$ cat src/core/cnm_pkg.sv
// constants, field layouts and types of the carrier oscillator and mixer
// ==========================================================================
package cnm_pkg;

  // ========================================================================
  // control word indices on the processor write port
  localparam logic [4:0] CW_CTRL0 = 5'h00;
  localparam logic [4:0] CW_CTRL1 = 5'h01;
  localparam logic [4:0] CW_CENTER = 5'h03;
  localparam logic [4:0] CW_PHASE = 5'h04;
  localparam logic [4:0] CW_XFER_FREQ = 5'h05;
  localparam logic [4:0] CW_XFER_PHASE = 5'h06;
  localparam logic [4:0] CW_RESAMP = 5'h0B;

  // ========================================================================
  // field positions
  localparam int CTRL0_ACC_CLR_BIT = 0;
  localparam int CTRL0_OFS_ZERO_BIT = 1;
  localparam int CTRL0_WIDTH_LSB = 4;
  localparam int CTRL1_SYNC_EN_BIT = 20;
  localparam int RESAMP_WIDTH_LSB = 3;
  localparam int PHASE_LSB = 0;

  // ========================================================================
  // widths and reset values
  localparam int FREQ_W = 32;
  localparam int PHASE_W = 10;
  localparam int LUT_ADDR_W = 18;
  localparam int AMP_W = 18;
  localparam int SAMPLE_W = 14;
  localparam int MIX_W = 15;
  localparam int CNT_W = 6;
  localparam logic [31:0] CTRL_RESET = 32'h0000_0000;
  localparam logic [CNT_W-1:0] CNT_RESET = 6'h00;

  // ========================================================================
  // one mixer result, I and Q together
  typedef struct packed {
    logic [MIX_W-1:0] i;
    logic [MIX_W-1:0] q;
  } cnm_iq_t;

  // serial word length in bits from its two-bit select
  function automatic logic [CNT_W-1:0] widthBits(input logic [1:0] sel);
    widthBits = {1'b0, sel, 3'h0} + 6'h08;
  endfunction

endpackage

$ cat src/core/cnm_serial_offset.sv
// two-pin serial offset word loader with 32-bit holding register
`timescale 1ns/1ps
module cnm_serial_offset (
  input wire logic sys_clk,
  input wire logic rst_n,
  input wire logic serialBit,
  input wire logic wordStrobe,
  input wire logic [1:0] widthSel,
  output logic [cnm_pkg::FREQ_W-1:0] holdWord,
  output logic loadPulse
);

  logic [cnm_pkg::CNT_W-1:0] cnt_ff, nxt_cnt;
  logic [cnm_pkg::CNT_W-1:0] wLat_ff, nxt_wLat;
  logic [cnm_pkg::FREQ_W-1:0] shift_ff, nxt_shift;
  logic [cnm_pkg::FREQ_W-1:0] nxt_holdWord;
  logic nxt_loadPulse;

  // ========================================================================
  // shift and count
  always_comb begin
    nxt_cnt = cnt_ff;
    nxt_wLat = wLat_ff;
    nxt_shift = shift_ff;
    nxt_holdWord = holdWord;
    nxt_loadPulse = 1'b0;
    if (cnt_ff != cnm_pkg::CNT_RESET) begin
      nxt_shift = {shift_ff[cnm_pkg::FREQ_W-2:0], serialBit};
      nxt_cnt = cnt_ff - 6'h01;
      if (cnt_ff == 6'h01) begin
        nxt_holdWord = nxt_shift << (6'h20 - wLat_ff);
        nxt_loadPulse = 1'b1;
      end
    end
    // strobe may share the last bit's cycle, so it is handled last
    if (wordStrobe) begin
      nxt_cnt = cnm_pkg::widthBits(widthSel);
      nxt_wLat = nxt_cnt;
      nxt_shift = '0;
    end
  end

  always_ff @(posedge sys_clk) begin
    if (!rst_n) begin
      cnt_ff <= cnm_pkg::CNT_RESET;
      wLat_ff <= cnm_pkg::CNT_RESET;
      shift_ff <= '0;
      holdWord <= '0;
      loadPulse <= 1'b0;
    end else begin
      cnt_ff <= nxt_cnt;
      wLat_ff <= nxt_wLat;
      shift_ff <= nxt_shift;
      holdWord <= nxt_holdWord;
      loadPulse <= nxt_loadPulse;
    end
  end
endmodule

$ cat src/core/cnm_top.sv
// carrier oscillator, sine/cosine lookup, quadrature mixer and output buffer
`timescale 1ns/1ps
module cnm_top (
  input wire logic sys_clk,
  input wire logic rst_n,
  input wire logic cpuWrStrobe,
  input wire logic [4:0] cpuAddr,
  input wire logic [31:0] cpuWrData,
  output logic [31:0] cpuRdData,
  input wire logic input_sample_enable_n,
  input wire logic [cnm_pkg::SAMPLE_W-1:0] sampleIn,
  input wire logic front_end_sync_in,
  input wire logic carrier_offset_serial_data,
  input wire logic carrier_offset_word_strobe,
  input wire logic resampler_offset_serial_data,
  input wire logic resampler_offset_word_strobe,
  output logic sampleReady,
  output logic outValid,
  output cnm_pkg::cnm_iq_t outIq,
  input wire logic outReady,
  output logic [cnm_pkg::FREQ_W-1:0] resamplerOffsetHold,
  output logic resamplerOffsetLoad
);

  // ========================================================================
  // pin synchronisers: enable, sample, sync, two serial ports
  localparam int PIN_W = cnm_pkg::SAMPLE_W + 6;
  logic [PIN_W-1:0] pinMeta_ff, pinSync_ff;
  logic syncPrev_ff;
  logic enSyncN, syncPin, cofBit, cofStrobe, sofBit, sofStrobe;
  logic [cnm_pkg::SAMPLE_W-1:0] sampleSync;

  // first stage is read only by the second
  always_ff @(posedge sys_clk) begin
    if (!rst_n) begin
      pinMeta_ff <= {1'b1, {(PIN_W-1){1'b0}}};
      pinSync_ff <= {1'b1, {(PIN_W-1){1'b0}}};
      syncPrev_ff <= 1'b0;
    end else begin
      pinMeta_ff <= {input_sample_enable_n, front_end_sync_in,
                     carrier_offset_serial_data, carrier_offset_word_strobe,
                     resampler_offset_serial_data, resampler_offset_word_strobe, sampleIn};
      pinSync_ff <= pinMeta_ff;
      syncPrev_ff <= pinSync_ff[PIN_W-2];
    end
  end

  assign {enSyncN, syncPin, cofBit, cofStrobe, sofBit, sofStrobe, sampleSync} = pinSync_ff;

  // ========================================================================
  // control words, holding and active registers
  logic [31:0] ctrl0_ff, nxt_ctrl0, ctrl1_ff, nxt_ctrl1, resamp_ff, nxt_resamp;
  logic [cnm_pkg::FREQ_W-1:0] freqHold_ff, nxt_freqHold, freqAct_ff, nxt_freqAct;
  logic [cnm_pkg::PHASE_W-1:0] phaseHold_ff, nxt_phaseHold, phaseAct_ff, nxt_phaseAct;
  logic [31:0] nxt_cpuRdData;
  logic syncEdge, wrFreqXfer, wrPhaseXfer, anyXfer;

  assign syncEdge = pinSync_ff[PIN_W-2] && !syncPrev_ff;
  assign wrFreqXfer = cpuWrStrobe && cpuAddr == cnm_pkg::CW_XFER_FREQ;
  assign wrPhaseXfer = cpuWrStrobe && cpuAddr == cnm_pkg::CW_XFER_PHASE;
  assign anyXfer = wrFreqXfer || wrPhaseXfer
                   || (syncEdge && ctrl1_ff[cnm_pkg::CTRL1_SYNC_EN_BIT]);

  // writes land in holding words; active words change only on a transfer
  always_comb begin
    nxt_ctrl0 = ctrl0_ff;
    nxt_ctrl1 = ctrl1_ff;
    nxt_resamp = resamp_ff;
    nxt_freqHold = freqHold_ff;
    nxt_phaseHold = phaseHold_ff;
    nxt_freqAct = freqAct_ff;
    nxt_phaseAct = phaseAct_ff;
    if (cpuWrStrobe) begin
      case (cpuAddr)
        cnm_pkg::CW_CTRL0: nxt_ctrl0 = cpuWrData;
        cnm_pkg::CW_CTRL1: nxt_ctrl1 = cpuWrData;
        cnm_pkg::CW_RESAMP: nxt_resamp = cpuWrData;
        cnm_pkg::CW_CENTER: nxt_freqHold = cpuWrData;
        cnm_pkg::CW_PHASE: nxt_phaseHold = cpuWrData[cnm_pkg::PHASE_LSB +: cnm_pkg::PHASE_W];
        default: nxt_ctrl0 = ctrl0_ff;
      endcase
    end
    if (wrFreqXfer) begin
      nxt_freqAct = freqHold_ff;
    end
    if (wrPhaseXfer) begin
      nxt_phaseAct = phaseHold_ff;
    end
    if (syncEdge && ctrl1_ff[cnm_pkg::CTRL1_SYNC_EN_BIT]) begin
      nxt_freqAct = freqHold_ff;
      nxt_phaseAct = phaseHold_ff;
    end
    // read-back shows the active words, which software cannot write directly
    case (cpuAddr)
      cnm_pkg::CW_CTRL0: nxt_cpuRdData = ctrl0_ff;
      cnm_pkg::CW_CTRL1: nxt_cpuRdData = ctrl1_ff;
      cnm_pkg::CW_CENTER: nxt_cpuRdData = freqAct_ff;
      cnm_pkg::CW_PHASE: nxt_cpuRdData = {22'h000000, phaseAct_ff};
      cnm_pkg::CW_RESAMP: nxt_cpuRdData = resamp_ff;
      default: nxt_cpuRdData = 32'h0000_0000;
    endcase
  end

  // no transfer before a strobe or sync
  always_ff @(posedge sys_clk) begin
    if (!rst_n) begin
      ctrl0_ff <= cnm_pkg::CTRL_RESET;
      ctrl1_ff <= cnm_pkg::CTRL_RESET;
      resamp_ff <= cnm_pkg::CTRL_RESET;
      freqHold_ff <= '0;
      phaseHold_ff <= '0;
      freqAct_ff <= '0;
      phaseAct_ff <= '0;
      cpuRdData <= 32'h0000_0000;
    end else begin
      ctrl0_ff <= nxt_ctrl0;
      ctrl1_ff <= nxt_ctrl1;
      resamp_ff <= nxt_resamp;
      freqHold_ff <= nxt_freqHold;
      phaseHold_ff <= nxt_phaseHold;
      freqAct_ff <= nxt_freqAct;
      phaseAct_ff <= nxt_phaseAct;
      cpuRdData <= nxt_cpuRdData;
    end
  end

  // ========================================================================
  // serial offset ports
  logic [cnm_pkg::FREQ_W-1:0] carrierOfsHold;

  cnm_serial_offset u_carrierOfs (
    .sys_clk(sys_clk),
    .rst_n(rst_n),
    .serialBit(cofBit),
    .wordStrobe(cofStrobe),
    .widthSel(ctrl0_ff[cnm_pkg::CTRL0_WIDTH_LSB +: 2]),
    .holdWord(carrierOfsHold),
    .loadPulse()
  );

  cnm_serial_offset u_resamplerOfs (
    .sys_clk(sys_clk),
    .rst_n(rst_n),
    .serialBit(sofBit),
    .wordStrobe(sofStrobe),
    .widthSel(resamp_ff[cnm_pkg::RESAMP_WIDTH_LSB +: 2]),
    .holdWord(resamplerOffsetHold),
    .loadPulse(resamplerOffsetLoad)
  );

  // ========================================================================
  // oscillator and mixer pipeline
  logic [cnm_pkg::FREQ_W-1:0] acc_ff, nxt_acc, freqWord;
  logic s1Valid_ff, nxt_s1Valid, resValid_ff, nxt_resValid;
  logic [cnm_pkg::SAMPLE_W-1:0] s1Sample_ff, nxt_s1Sample;
  logic [cnm_pkg::LUT_ADDR_W-1:0] s1Addr_ff, nxt_s1Addr;
  logic [cnm_pkg::PHASE_W-1:0] phaseTop;
  cnm_pkg::cnm_iq_t res_ff, nxt_res;
  logic pipeMove, take, nxt_sampleReady;
  logic tailValid_ff, nxt_tailValid, nxt_outValid;
  cnm_pkg::cnm_iq_t tail_ff, nxt_tail, nxt_outIq;

  // quarter-wave amplitude, k in 0..16 of a quarter cycle; coarse 16-step
  // table traded against the size of a full 18-bit address ROM
  function automatic logic [cnm_pkg::AMP_W-1:0] quarterAmp(input logic [4:0] k);
    case (k)
      5'h00: quarterAmp = 18'h00000;
      5'h01: quarterAmp = 18'h0322F;
      5'h02: quarterAmp = 18'h063E3;
      5'h03: quarterAmp = 18'h094A0;
      5'h04: quarterAmp = 18'h0C3EF;
      5'h05: quarterAmp = 18'h0F15B;
      5'h06: quarterAmp = 18'h11C74;
      5'h07: quarterAmp = 18'h144CF;
      5'h08: quarterAmp = 18'h16A09;
      5'h09: quarterAmp = 18'h18BC8;
      5'h0A: quarterAmp = 18'h1A9B6;
      5'h0B: quarterAmp = 18'h1C38B;
      5'h0C: quarterAmp = 18'h1D907;
      5'h0D: quarterAmp = 18'h1E9F4;
      5'h0E: quarterAmp = 18'h1F629;
      5'h0F: quarterAmp = 18'h1FD88;
      default: quarterAmp = 18'h1FFFF;
    endcase
  endfunction

  // signed sine of an 18-bit phase, folded from the quarter table
  function automatic logic signed [cnm_pkg::AMP_W-1:0] sinAmp(input logic [17:0] ph);
    logic [4:0] idx;
    logic [cnm_pkg::AMP_W-1:0] mag;
    idx = {1'b0, ph[15:12]};
    mag = ph[16] ? quarterAmp(5'h10 - idx) : quarterAmp(idx);
    sinAmp = ph[17] ? -$signed(mag) : $signed(mag);
  endfunction

  // round half away from zero, keep 15 bits, clamp the one overflow case
  function automatic logic [cnm_pkg::MIX_W-1:0] roundMix(input logic signed [31:0] p);
    logic signed [31:0] r;
    r = p[31] ? p + 32'sh0000_7FFF : p + 32'sh0000_8000;
    roundMix = (r[31:16] == 16'h4000) ? 15'h3FFF : r[30:16];
  endfunction

  // advance only when the result stage can drain into the buffer
  assign pipeMove = !resValid_ff || !tailValid_ff;
  assign take = pipeMove && !enSyncN;
  // wraps modulo 2^32; read as signed
  assign freqWord = freqAct_ff
                    + (ctrl0_ff[cnm_pkg::CTRL0_OFS_ZERO_BIT] ? '0 : carrierOfsHold);
  // offset added to top bits, wraps
  assign phaseTop = acc_ff[31:22] + phaseAct_ff;

  always_comb begin
    nxt_acc = acc_ff;
    nxt_s1Valid = s1Valid_ff;
    nxt_s1Sample = s1Sample_ff;
    nxt_s1Addr = s1Addr_ff;
    nxt_resValid = resValid_ff;
    nxt_res = res_ff;
    if (anyXfer && ctrl0_ff[cnm_pkg::CTRL0_ACC_CLR_BIT]) begin
      nxt_acc = take ? freqWord : '0;
    end else if (take) begin
      nxt_acc = acc_ff + freqWord;
    end
    if (pipeMove) begin
      nxt_s1Valid = !enSyncN;
      nxt_s1Sample = sampleSync;
      nxt_s1Addr = {phaseTop, acc_ff[21:14]};
      nxt_resValid = s1Valid_ff;
      // I from cosine, Q from sine
      nxt_res.i = roundMix($signed(s1Sample_ff) * sinAmp(s1Addr_ff + 18'h10000));
      nxt_res.q = roundMix($signed(s1Sample_ff) * sinAmp(s1Addr_ff));
    end
  end

  always_ff @(posedge sys_clk) begin
    if (!rst_n) begin
      acc_ff <= '0;
      s1Valid_ff <= 1'b0;
      s1Sample_ff <= '0;
      s1Addr_ff <= '0;
      resValid_ff <= 1'b0;
      res_ff <= '0;
    end else begin
      acc_ff <= nxt_acc;
      s1Valid_ff <= nxt_s1Valid;
      s1Sample_ff <= nxt_s1Sample;
      s1Addr_ff <= nxt_s1Addr;
      resValid_ff <= nxt_resValid;
      res_ff <= nxt_res;
    end
  end

  // ========================================================================
  // two-entry output buffer: head is the output register, tail the spare
  always_comb begin
    nxt_outValid = outValid;
    nxt_outIq = outIq;
    nxt_tailValid = tailValid_ff;
    nxt_tail = tail_ff;
    if (outValid && outReady) begin
      if (tailValid_ff) begin
        nxt_outIq = tail_ff;
        nxt_tailValid = 1'b0;
      end else begin
        nxt_outValid = resValid_ff;
        nxt_outIq = res_ff;
      end
    end else if (resValid_ff && !tailValid_ff) begin
      if (outValid) begin
        nxt_tail = res_ff;
        nxt_tailValid = 1'b1;
      end else begin
        nxt_outIq = res_ff;
        nxt_outValid = 1'b1;
      end
    end
    // ready mirrors next cycle's pipeMove
    nxt_sampleReady = !(nxt_resValid && nxt_tailValid);
  end

  always_ff @(posedge sys_clk) begin
    if (!rst_n) begin
      outValid <= 1'b0;
      outIq <= '0;
      tailValid_ff <= 1'b0;
      tail_ff <= '0;
      sampleReady <= 1'b1;
    end else begin
      outValid <= nxt_outValid;
      outIq <= nxt_outIq;
      tailValid_ff <= nxt_tailValid;
      tail_ff <= nxt_tail;
      sampleReady <= nxt_sampleReady;
    end
  end
endmodule

$ cat config.mk
export PLATFORM = sky130hd
export DESIGN_NAME = cnm_top
export DESIGN_NICKNAME = d
export VERILOG_FILES = /design/src/core/cnm_pkg.sv /design/src/core/cnm_serial_offset.sv /design/src/core/cnm_top.sv
export SDC_FILE = /design/constraint.sdc
export NUM_CORES = 2
export LEC_CHECK = 0
export ABC_AREA = 1
export BUFFER_PORTS_ARGS = -buffer_cell sky130_fd_sc_hd__buf_2
export CORE_MARGIN = 1
export CORE_UTILIZATION = 64
export CTS_CLUSTER_SIZE = 40
export DETAILED_ROUTE_END_ITERATION = 10
export PLACE_DENSITY = 0.91
export SLEW_MARGIN = 0
export SYNTH_ARGS = -nofsm -noshare
export SYNTH_HDL_FRONTEND = slang
export SYNTH_SLANG_ARGS = --single-unit
$ cat constraint.sdc
create_clock -name sys_clk -period 10.74 [get_ports sys_clk]
set_clock_uncertainty 0.05 [all_clocks]
set_input_delay 1.611 -clock sys_clk [delete_from_list [all_inputs] [get_ports sys_clk]]
set_output_delay 1.611 -clock sys_clk [all_outputs]
set_load 0.01 [all_outputs]
==> impl_metrics.tcl <==
set metrics [dict create \
    clock-sinks 562 \
    die-width_um 275 \
    track_usage_pct 37.6 \
    outcome "completed" \
    layout-drive-gt1-share_pct 7.07 \
    hold_viol 0 \
    grt-ovfl-total 0 \
    ir_drop_uv 303 \
    critical-path-slowest-cell "dfxtp_1" \
    crit_type "flop to flop" \
    synth_top_cells_by_area "dfxtp_1 (24%), fa_1 (20%), nand2_1 (10%), inv_1 (8.3%), nor2_1 (7.2%)" \
    syn_area_mm2 0.0478 \
    synth.most_common_cell "nand2_1" \
    min_path_type "flop to flop" \
    core_area_mm2 0.0735 \
    cts_buffers 55 \
    drv_cap 0 \
    synth_async_sr_flop_share_pct 0 \
    syn_area_per_cell_um2 7.23 \
    drc 0 \
    gp_congestion 0.988 \
    yosys.area.top_type "dfxtp_1" \
    critPathCaptureType "flop" \
    dp_hpwl_um 105000 \
    cp_slowest_stage_delay_ns 0.72 \
    cp.buffers_inverters 7 \
    cpLargestDelayFamily "simple AND/OR/NAND/NOR gates" \
    crit_path_frequent_cell "nand2_1" \
    timing.fmax_mhz 99.0 \
    portBuffers 157 \
    cts_tree "built" \
    synth_edf_count 0 \
    grt_start_max_net_pins 127 \
    cts_buffer_depth 3 \
    synthSimpleGateAreaFrac_pct 22.6 \
    setup_viol 0 \
    grt_pass1_wl_um 227000 \
    fin_crit_sh_pct 94.1 \
    worstMarginPinSlew_ns 1.26 \
    synth.mux.area_fraction_pct 0.628 \
    cp.depth 40 \
    min_period_ns 10.10 \
    hold_depth 2 \
    cts_hold_buf 0 \
    rows 99 \
    startpoint_type "flop" \
    synth_compound_area_share_pct 13.8 \
    finish.utilization_pct 69.9 \
    htreeDepth 2 \
    synth_top_cell_area_share_pct 23.5 \
    wl_per_cell_um 18.6 \
    vias 44866 \
    first_global_vias 44103 \
    die_y_um 275 \
    viasPerCell 5.88 \
    setup_tns_ns 0 \
    synth_top_family_by_area "adder cells" \
    yosysWarnings 0 \
    cp.required_ns 11.25 \
    die_area_mm2 0.0758 \
    drt_iter0_drc 4546 \
    synth_seq_area_share_pct 23.5 \
    clk_latency_ns 0.67 \
    ys.flop_type "dfxtp_1" \
    slew_viol_final 0 \
    total_power_mw 6.32 \
    clk_pin_slew_ns 0.06 \
    dr.pass1.iters 8 \
    finalWirelength_um 142000 \
    synth_common_cells "nand2_1 (1315), inv_1 (1060), nor2_1 (912), dfxtp_1 (562), o21ai_0 (491)" \
    synth_seq_cells 562 \
    start_util_pct 65.0 \
    syn_inst 6605 \
    io_pins 158 \
    p_leak_nw 25.7 \
    rr_worst_depth 40 \
    yosysUniqueCellTypes 65 \
    arrival_ns 10.62 \
    area_delta_synth_final_pct 7.41 \
    antenna_left 0 \
    nNetsFinal 7418 \
    cts-root-buf "clkbuf_16" \
    synth_fa_ha_area_share_pct 26.9 \
    antenna_found_initial 8 \
    relSlewSlack_pct 15.6 \
    critPathMaxFanout 17 \
    synthesis.nets 7402 \
    synth-xor-area-share_pct 1.70 \
    cellPowerDensity_mw_per_mm2 123 \
]
cells by family after synthesis:
family / count (synthesis)
XOR/XNOR: 89
AND/OR/NAND/NOR: 2649
flip-flops: 562
AO/OA/AOI/OAI: 1180
multiplexers: 30
buffers and inverters: 1359
adder cells (fa/ha/maj): 736
routing by layer:
metal,wire length [um],GRT usage (%),part of all wire (%),vias to the layer above
li1,-,-,-,20795
met1,51200,44.4,36,20998
met2,64700,60.5,46,2395
met3,14600,9.48,10,664
met4,11400,25.9,8.1,14
met5,92,0,0.065,-
sequential cells by signal, indices dropped and copies added (netlist names), 10 cells and up, named ones only:
name / cells
outIq: 30
res_ff: 30
ctrl1_ff: 32
u_resamplerOfs.shift_ff: 31
pinMeta_ff: 20
u_carrierOfs.shift_ff: 31
u_carrierOfs.holdWord: 32
tail_ff: 30
freqHold_ff: 32
s1Sample_ff: 14
cpuRdData: 32
freqAct_ff: 32
phaseAct_ff: 10
phaseHold_ff: 10
ctrl0_ff: 32
pinSync_ff: 20
acc_ff: 32
resamp_ff: 32
u_resamplerOfs.holdWord: 32
timing repair:
action,in CTS,in global routing
buffers inserted,0,4
endpoints found under the setup margin,0,30
gates resized for setup,0,16
tightest hold or removal path, stage by stage (launching register included):
cell and delay [ns]:
dfxtp_1 0.30, nand2_1 0.05, inv_1 0.04
layout make-up:
type,count,area [um^2]
multi-input cells,4685,31500
inverters,1095,4120
clock inverters,33,477
clock buffers,68,1510
repair buffers,222,1280
fillers,5638,22100
flip-flops and latches,562,11300
diodes,1,2.50
well taps,959,1200
placed cells by master (no fill, tap or decap), types with 16 or more instances in the layout:
cell and instances:
o22ai_1 29, nand3_1 215, a31oi_1 16, xnor2_1 35, nand2_1 1311, a221oi_1 26, nand4_1 61, clkbuf_16 55
o21ai_0 491, buf_2 156, or2_2 20, o211ai_1 61, xor2_1 50, a211oi_1 34, ha_1 248, a21oi_1 434
nor2_1 907, mux2i_1 30, nor2_2 30, inv_1 1058, buf_4 65, fa_1 486, inv_2 24, dfxtp_1 560
nor3_1 33
worst paths after layout:
path,from,end,slack [ns]
min reg2reg,pinMeta_ff[7],pinSync_ff[7],0.36
max reg2reg,s1Addr_ff[15],res_ff[24],0.64
max,s1Addr_ff[15],res_ff[24],0.64
min,pinMeta_ff[7],pinSync_ff[7],0.36
power breakdown:
group | internal, mW | switching [mW] | leakage [nW] | total [mW]
Sequential | 2.25 | 0.107 | 4.56 | 2.35
Combinational | 0.601 | 1.26 | 20.2 | 1.87
Clock | 1.20 | 0.902 | 0.970 | 2.10
metrics by stage:
stage	cells	hold slack, ns	instance area (um^2)	setup WS (ns)
5_1_grt	7625	0.388	51300	-0.0219
4_1_cts	7619	0.366	51200	0.501
6_report	7625	0.365	51300	0.636
2_1_floorplan	6605	0.340	47800	1.95
3_5_place_dp	7518	0.346	49200	0.519
3_3_place_gp	7518	0.344	49200	0.736
(Power assumes the default switching activity.)
